$ cat src/hdl/strap_pkg.sv
package strap_pkg;

	// Register byte offsets
	localparam int unsigned ADDR_W        = 8;
	localparam logic [7:0]  P1_CTRL_OFS   = 8'h00;
	localparam logic [7:0]  P1_ADV_OFS    = 8'h04;
	localparam logic [7:0]  P1_MODE_OFS   = 8'h08;
	localparam logic [7:0]  P2_XOVER_OFS  = 8'h0c;
	localparam logic [7:0]  STATUS_OFS    = 8'h10;

	// Port 1 control fields
	localparam int unsigned CTRL_DUPLEX_BIT = 0;
	localparam int unsigned CTRL_BP_BIT     = 1;
	localparam int unsigned CTRL_TXP_BIT    = 2;
	localparam int unsigned CTRL_RXP_BIT    = 3;
	localparam int unsigned CTRL_MANUAL_BIT = 4;

	// Advertisement fields
	localparam int unsigned ADV_W             = 16;
	localparam int unsigned ADV_10FD_BIT      = 6;
	localparam int unsigned ADV_SYM_PAUSE_BIT = 10;
	localparam logic [15:0] ADV_BASE_DEFAULT  = 16'h0000;

	// Operating-mode field
	localparam int unsigned MODE_W            = 3;
	localparam logic [2:0]  MODE_HALF_DEFAULT = 3'h0;
	localparam logic [2:0]  MODE_FULL_DEFAULT = 3'h1;

	// Port 2 crossover fields
	localparam int unsigned XOVER_OVR_BIT  = 0;
	localparam int unsigned XOVER_AUTO_BIT = 1;
	localparam int unsigned XOVER_MDIX_BIT = 2;

	// Status fields
	localparam int unsigned STAT_TXP_BIT  = 0;
	localparam int unsigned STAT_RXP_BIT  = 1;
	localparam int unsigned STAT_AUTO_BIT = 2;
	localparam int unsigned STAT_MDIX_BIT = 3;

	// AHB-Lite encodings
	localparam logic [1:0] HTRANS_NONSEQ = 2'h2;
	localparam logic [2:0] HSIZE_WORD    = 3'h2;

	typedef struct packed {
		logic duplex;
		logic backpressure;
		logic pause_enable;
		logic flow_select;
		logic auto_xover;
		logic manual_xover;
	} strap_type;

	typedef struct packed {
		logic duplex;
		logic backpressure;
		logic tx_pause_en;
		logic rx_pause_en;
		logic manual_select;
		logic tx_pause_eff;
		logic rx_pause_eff;
	} port1_cfg_type;

	typedef struct packed {
		logic auto_en;
		logic mdix;
	} xover_type;

	typedef struct packed {
		port1_cfg_type     p1;
		logic [15:0]       adv;
		logic [2:0]        mode;
		logic              ovr;
		logic              sw_auto;
		logic              sw_mdix;
		logic              strap_auto;
		logic              strap_mdix;
		xover_type         xo;
		logic              wr_pend;
		logic [7:0]        wr_addr;
		logic [31:0]       rdata;
	} state_type;

endpackage : strap_pkg

$ cat src/hdl/port_strap_defaults.sv
`timescale 1ns/10ps
`default_nettype none
module port_strap_defaults (
	input  wire logic                 clk_i,
	input  wire logic                 nrst_i,
	input  wire strap_pkg::strap_type strap_i,
	input  wire logic                 autoneg_enable_i,
	input  wire logic                 an_tx_pause_i,
	input  wire logic                 an_rx_pause_i,
	input  wire logic                 hsel_i,
	input  wire logic [31:0]          haddr_i,
	input  wire logic [1:0]           htrans_i,
	input  wire logic                 hwrite_i,
	input  wire logic [2:0]           hsize_i,
	input  wire logic [31:0]          hwdata_i,
	input  wire logic                 hready_i,
	output logic                      hreadyout_o,
	output logic                      hresp_o,
	output logic [31:0]               hrdata_o,
	output strap_pkg::port1_cfg_type  port1_cfg_o,
	output logic [15:0]               autoneg_advertisement_o,
	output logic [2:0]                phy_mode_o,
	output strap_pkg::xover_type      port2_xover_o
);
	import strap_pkg::*;

	state_type st;
	state_type st_nxt;
	xover_type xo_w;
	logic      accept;

	function automatic logic [31:0] read_word(input state_type s, input logic [7:0] a);
		logic [31:0] w;
		w = 32'h0;
		case (a)
			P1_CTRL_OFS: begin
				w[CTRL_DUPLEX_BIT] = s.p1.duplex;
				w[CTRL_BP_BIT]     = s.p1.backpressure;
				w[CTRL_TXP_BIT]    = s.p1.tx_pause_en;
				w[CTRL_RXP_BIT]    = s.p1.rx_pause_en;
				w[CTRL_MANUAL_BIT] = s.p1.manual_select;
			end
			P1_ADV_OFS: w[ADV_W-1:0] = s.adv;
			P1_MODE_OFS: w[MODE_W-1:0] = s.mode;
			P2_XOVER_OFS: begin
				w[XOVER_OVR_BIT]  = s.ovr;
				w[XOVER_AUTO_BIT] = s.sw_auto;
				w[XOVER_MDIX_BIT] = s.sw_mdix;
			end
			STATUS_OFS: begin
				w[STAT_TXP_BIT]  = s.p1.tx_pause_eff;
				w[STAT_RXP_BIT]  = s.p1.rx_pause_eff;
				w[STAT_AUTO_BIT] = s.xo.auto_en;
				w[STAT_MDIX_BIT] = s.xo.mdix;
			end
			default: w = 32'h0;
		endcase
		return w;
	endfunction : read_word

	xover_select u_xover (
		.override_i   (st.ovr),
		.strap_auto_i (st.strap_auto),
		.strap_mdix_i (st.strap_mdix),
		.sw_auto_i    (st.sw_auto),
		.sw_mdix_i    (st.sw_mdix),
		.xover_o      (xo_w)
	);

	// Zero-wait slave: every NONSEQ address phase is taken on the edge it is seen
	assign accept = hsel_i && hready_i && (htrans_i == HTRANS_NONSEQ);

	always_comb begin
		st_nxt = st;
		// Data phase of a write; only whole-word writes alter anything
		if (st.wr_pend) begin
			case (st.wr_addr)
				P1_CTRL_OFS: begin
					st_nxt.p1.duplex        = hwdata_i[CTRL_DUPLEX_BIT];
					st_nxt.p1.backpressure  = hwdata_i[CTRL_BP_BIT];
					st_nxt.p1.tx_pause_en   = hwdata_i[CTRL_TXP_BIT];
					st_nxt.p1.rx_pause_en   = hwdata_i[CTRL_RXP_BIT];
					st_nxt.p1.manual_select = hwdata_i[CTRL_MANUAL_BIT];
				end
				P1_ADV_OFS: st_nxt.adv = hwdata_i[ADV_W-1:0];
				P1_MODE_OFS: st_nxt.mode = hwdata_i[MODE_W-1:0];
				P2_XOVER_OFS: begin
					st_nxt.ovr     = hwdata_i[XOVER_OVR_BIT];
					st_nxt.sw_auto = hwdata_i[XOVER_AUTO_BIT];
					st_nxt.sw_mdix = hwdata_i[XOVER_MDIX_BIT];
				end
				default: ;
			endcase
		end
		st_nxt.wr_pend = 1'b0;
		if (accept) begin
			st_nxt.wr_pend = hwrite_i && (hsize_i == HSIZE_WORD);
			st_nxt.wr_addr = haddr_i[ADDR_W-1:0];
			// Read sees a write finishing in the same cycle
			if (!hwrite_i) begin
				st_nxt.rdata = read_word(st_nxt, haddr_i[ADDR_W-1:0]);
			end
		end
		// Flow-control source selection
		if (st.p1.manual_select) begin
			st_nxt.p1.tx_pause_eff = st.p1.tx_pause_en;
			st_nxt.p1.rx_pause_eff = st.p1.rx_pause_en;
		end else if (autoneg_enable_i) begin
			st_nxt.p1.tx_pause_eff = an_tx_pause_i;
			st_nxt.p1.rx_pause_eff = an_rx_pause_i;
		end else begin
			st_nxt.p1.tx_pause_eff = 1'b0;
			st_nxt.p1.rx_pause_eff = 1'b0;
		end
		st_nxt.xo = xo_w;
		// Straps are sampled on every reset cycle; last one before release wins
		if (!nrst_i) begin
			st_nxt.p1.duplex        = strap_i.duplex;
			st_nxt.p1.backpressure  = strap_i.backpressure;
			st_nxt.p1.tx_pause_en   = strap_i.pause_enable;
			st_nxt.p1.rx_pause_en   = strap_i.pause_enable;
			st_nxt.p1.manual_select = strap_i.flow_select;
			st_nxt.p1.tx_pause_eff  = 1'b0;
			st_nxt.p1.rx_pause_eff  = 1'b0;
			st_nxt.adv = ADV_BASE_DEFAULT;
			st_nxt.adv[ADV_10FD_BIT] = strap_i.duplex;
			st_nxt.adv[ADV_SYM_PAUSE_BIT] = !strap_i.flow_select;
			st_nxt.mode = strap_i.duplex ? MODE_FULL_DEFAULT : MODE_HALF_DEFAULT;
			st_nxt.ovr        = 1'b0;
			st_nxt.sw_auto    = 1'b0;
			st_nxt.sw_mdix    = 1'b0;
			st_nxt.strap_auto = strap_i.auto_xover;
			st_nxt.strap_mdix = strap_i.manual_xover;
			st_nxt.xo         = '0;
			st_nxt.wr_pend    = 1'b0;
			st_nxt.wr_addr    = 8'h00;
			st_nxt.rdata      = 32'h0;
		end
	end

	always_ff @(posedge clk_i) begin
		st <= st_nxt;
	end

	assign hreadyout_o             = 1'b1;
	assign hresp_o                 = 1'b0;
	assign hrdata_o                = st.rdata;
	assign port1_cfg_o             = st.p1;
	assign autoneg_advertisement_o = st.adv;
	assign phy_mode_o              = st.mode;
	assign port2_xover_o           = st.xo;

	// Checking helpers: strap value held over the last reset cycle
	strap_type strap_q;
	logic      just_rel;
	always_ff @(posedge clk_i) begin
		if (!nrst_i) begin
			strap_q <= strap_i;
		end
		just_rel <= !nrst_i;
	end
endmodule : port_strap_defaults
`default_nettype wire

$ cat src/hdl/xover_select.sv
`timescale 1ns/10ps
`default_nettype none
module xover_select (
	input  wire logic                 override_i,
	input  wire logic                 strap_auto_i,
	input  wire logic                 strap_mdix_i,
	input  wire logic                 sw_auto_i,
	input  wire logic                 sw_mdix_i,
	output strap_pkg::xover_type      xover_o
);
	import strap_pkg::*;

	always_comb begin
		if (override_i) begin
			// Straps have no say once software owns crossover
			xover_o.auto_en = sw_auto_i;
			xover_o.mdix    = sw_auto_i ? 1'b0 : sw_mdix_i;
		end else begin
			xover_o.auto_en = strap_auto_i;
			xover_o.mdix    = strap_auto_i ? 1'b0 : strap_mdix_i;
		end
	end

endmodule : xover_select
`default_nettype wire
$ cat config.mk
export PLATFORM = sky130hd
export DESIGN_NAME = port_strap_defaults
export DESIGN_NICKNAME = d
export VERILOG_FILES = /design/src/hdl/strap_pkg.sv /design/src/hdl/port_strap_defaults.sv /design/src/hdl/xover_select.sv
export SDC_FILE = /design/constraint.sdc
export NUM_CORES = 1
export LEC_CHECK = 0
export BUFFER_PORTS_ARGS = -buffer_cell sky130_fd_sc_hd__buf_4
export CAP_MARGIN = 15
export CORE_AREA = 8 8 89 91
export DETAILED_ROUTE_END_ITERATION = 10
export DIE_AREA = 0 0 97 99
export PLACE_DENSITY = 0.79
export SYNTH_ARGS = -nofsm -noshare
export SYNTH_HDL_FRONTEND = slang
export SYNTH_SLANG_ARGS = --single-unit
$ cat constraint.sdc
create_clock -name clk_i -period 2.65 [get_ports clk_i]
set_input_delay 0.265 -clock clk_i [delete_from_list [all_inputs] [get_ports clk_i]]
set_output_delay 0.265 -clock clk_i [all_outputs]
set_load 0.01 [all_outputs]
==> results by group <==
STA
  – Final setup margin: 0.307 ns
  – Final hold vios: 0
  – FMAX: 427 MHz
  – Final count of negative-setup-slack endpoints: 0
  – RSZ-0062 raised after global routing: no
  – Setup Skew: 0.00621 ns
  – Final setup TNS: 0 ns
  – Worst slew pin tran: 0.721 ns
  – Rel. slew slack: 0.518
  – Fin crit period: 2.34 ns
  – Final Cycle Share: 0.884
  – Max Slew Vio Count: 0

Placed design
  – DP Worst Slack: 0.331 ns
  – IO Port Bufs: 86
  – HPWL Detailed: 5280 µm
  – Post-Place Cell Area: 3160 µm²
  – GPL Wtd Cong: 0.811
  – Dpl cells: 420

Routing
  – ANT nets after route: 0
  – Post-DR wirelength/cell: 16.0 µm
  – DRC: 0
  – Vias per cell: 5.01
  – 1st-pass router iterations: 4
  – Routed via count: 2185
  – Initial detailed-routing violation count: 88
  – Detailed Route WL: 6980 µm

Power
  – Leakage power: 1.44 nW
  – Pwr per Cell Area: 610 nW/µm²
  – Worst VDD drop: 0.315 mV

Synth
  – Distinct cell type count after synthesis: 45
  – Asr flop ratio synth: 0
  – Post-Syn Area: 2820 µm²
  – Syn_area_per_cell: 9.23 µm²
  – Ys flop type: dfxtp_1
  – Main combinational cell family by area after synthesis: buffers and inverters
  – XOR/XNOR Fraction of Synth Area: 0
  – Multiplexer area fraction after synthesis: 0.101
  – Post-synth EDFFs: 2
  – Simple logic cell fraction of the synthesized area: 0.161
  – Sequential area share after synthesis: 0.419
  – Synth Register Bits: 58
  – Compound-Gate Fraction of Synth Area: 0.127
  – YS warnings: 0
  – Syn Inst Count: 305
  – Adder-cell share of the synthesized area: 0

Clocking
  – Clock sink count: 58
  – Clock tree buffer depth: 2
  – Reg clk slew, reported paths: 0.06 ns
  – CTS tree: yes
  – Cts hold-fix bufs: 0
  – Total CTS buffers: 9
  – Clock Root Buffer: clkbuf_8
  – H-tree Lvls: 3
  – Post-CTS setup buffers: 0
  – Worst-skew pair later-pin latency: 0.33 ns
  – Post-CTS sizing: 0

Floorplan
  – Initial Utilization: 0.429
  – Die area: 9600 µm²
  – # rows: 30
  – Core Area: 6570 µm²
  – Io pins: 145
  – Die Y: 99 µm
  – Die span in x: 97 µm

Critical path
  – Reg2reg setup slack: 0.31 ns
  – FF-to-FF Start: st[37]
  – Worst EP required: 2.88 ns
  – Crit Path Max Fanout: 14
  – Element type at the critical path end: register
  – Buf+Inv Stages, Crit Path: 1
  – CP max stage delay: 0.69 ns
  – Worst path top cell family by delay: simple AND/OR/NAND/NOR gates
  – CP Capture Point: hrdata_o[6]
  – Worst r2r path cells: 6
  – RR Endpoint: hrdata_o[6]
  – Worst setup SP type: register
  – CP Class: reg2reg
  – Crit path DAT: 2.57 ns
  – Stages on worst setup path: 6
  – Cell Chain, Critical Path: or4b_1 -> nor3_4 -> buf_4 -> mux2i_1 -> o21ai_0 -> and2_1
  – Crit path from: st[37]
  – Slowest cell on crit path: or4b_1

Worst hold path
  – Worst Hold Class: in2reg
  – Hold_sp: strap_i[1]

Cells and area
  – Layout cells sized above 1: 0.331
  – Post-Layout Cell Count: 436
  – Nets: 434
  – Fillers: 584
  – Layout area overhead: 20.8%
  – Register area: 1180 µm²
  – Post-route cell area: 3400 µm²
  – Multi-input gate area: 1160 µm²
  – Diodes inserted: 0

GRT
  – Tot GR Track Use: 0.142
  – Initial antenna violation count: 0
  – Vias in the first global route: 2227
  – First-pass GRT wire length: 11100 µm
  – Grt ovf: 0
  – Largest net degree at the start of global routing: 38

Status
  – Outcome: completed

Run
  – Max-cap violations: 0
## through the flow
| step | hold WS, ns | util | total power, mW |
|---|---|---|---|
| floorplan | 0.360 | - | 1.05 |
| global placement | 0.443 | 0.480 | 1.10 |
| global route | 0.0911 | 0.518 | 2.16 |
| detailed placement | 0.445 | 0.480 | 1.11 |
| CTS | 0.0897 | 0.518 | 2.09 |
| finish | 0.108 | 0.518 | 2.08 |
## registers in the layout, summed over array words and instances (netlist names)
register,flops
autoneg_advertisement_o,16
phy_mode_o,3
hrdata_o,16
port2_xover_o,2
port1_cfg_o,7
st,14
## power by group
group / switching [mW] / internal, mW
logic: 0.0895 / 0.0830
registers: 0.0167 / 0.899
clock network: 0.353 / 0.635
total: 0.459 / 1.62
## worst register-to-register path, cell delays in order, from the launching register on
cell and delay (ns):
dfxtp_1 0.32, or4b_1 0.69, nor3_4 0.31, buf_4 0.33
mux2i_1 0.32, o21ai_0 0.12, and2_1 0.16
## area by class of cell
type,count,share of cell area
inverters,5,0.00552
multi-input cells,185,0.342
repair buffers,92,0.203
clock inverters,4,0.0206
clock buffers,12,0.0519
well taps,80,0.0294
flip-flops and latches,58,0.347
## synthesized netlist by cell type, drive strengths merged (3+ instances only)
library cell,number,area share
and3,3,0.0067
or4b,3,0.011
dfxtp,56,0.40
inv,5,0.0067
a22o,9,0.028
nor3,4,0.015
nand3,8,0.014
a21oi,24,0.043
nor4,3,0.0067
nor2,29,0.039
buf,68,0.18
and2,3,0.0067
nand4,3,0.0067
nand2,22,0.029
mux2i,25,0.089
o31ai,3,0.0080
clkbuf,5,0.0067
o21ai,3,0.0053
## cell families (layout without fill, tap and decap cells)
kind of cell | after synthesis | count (layout)
buffers and inverters | 78 | 113
other | 2 | 18
AND/OR/NAND/NOR | 87 | 87
flip-flops | 58 | 58
multiplexers | 27 | 27
AO/OA/AOI/OAI | 53 | 53
## layout by cell type, fill, tap and decap left out, types with 3 or more instances in the layout
| cell type | n |
|---|---|
| nor4_1 | 3 |
| buf_4 | 92 |
| o31ai_1 | 3 |
| nor2_1 | 29 |
| a22o_1 | 9 |
| nand3_1 | 8 |
| dfxtp_1 | 56 |
| nand2_1 | 22 |
| conb_1 | 18 |
| a21oi_1 | 24 |
| inv_1 | 4 |
| and3_1 | 3 |
| o21ai_0 | 3 |
| and2_1 | 3 |
| mux2i_1 | 25 |
| clkbuf_8 | 11 |
| nand4_1 | 3 |
## layer usage
layer  part of all wire  global-route usage  wire, µm
met1               0.46               0.173      3190
met2               0.46               0.221      3180
met4              0.011              0.0414        74
met5                  0                   0         0
met3              0.077              0.0623       539
## worst min path at each step
stage                             endpoint  depth (start not counted)
4_1_cts                             st[44]                          1
2_1_floorplan  autoneg_advertisement_o[10]                          1
3_5_place_dp                        st[44]                          1
5_1_grt                             st[44]                          1
6_report                            st[44]                          1
3_3_place_gp                   hrdata_o[4]                          2
(Power assumes the default switching activity.)
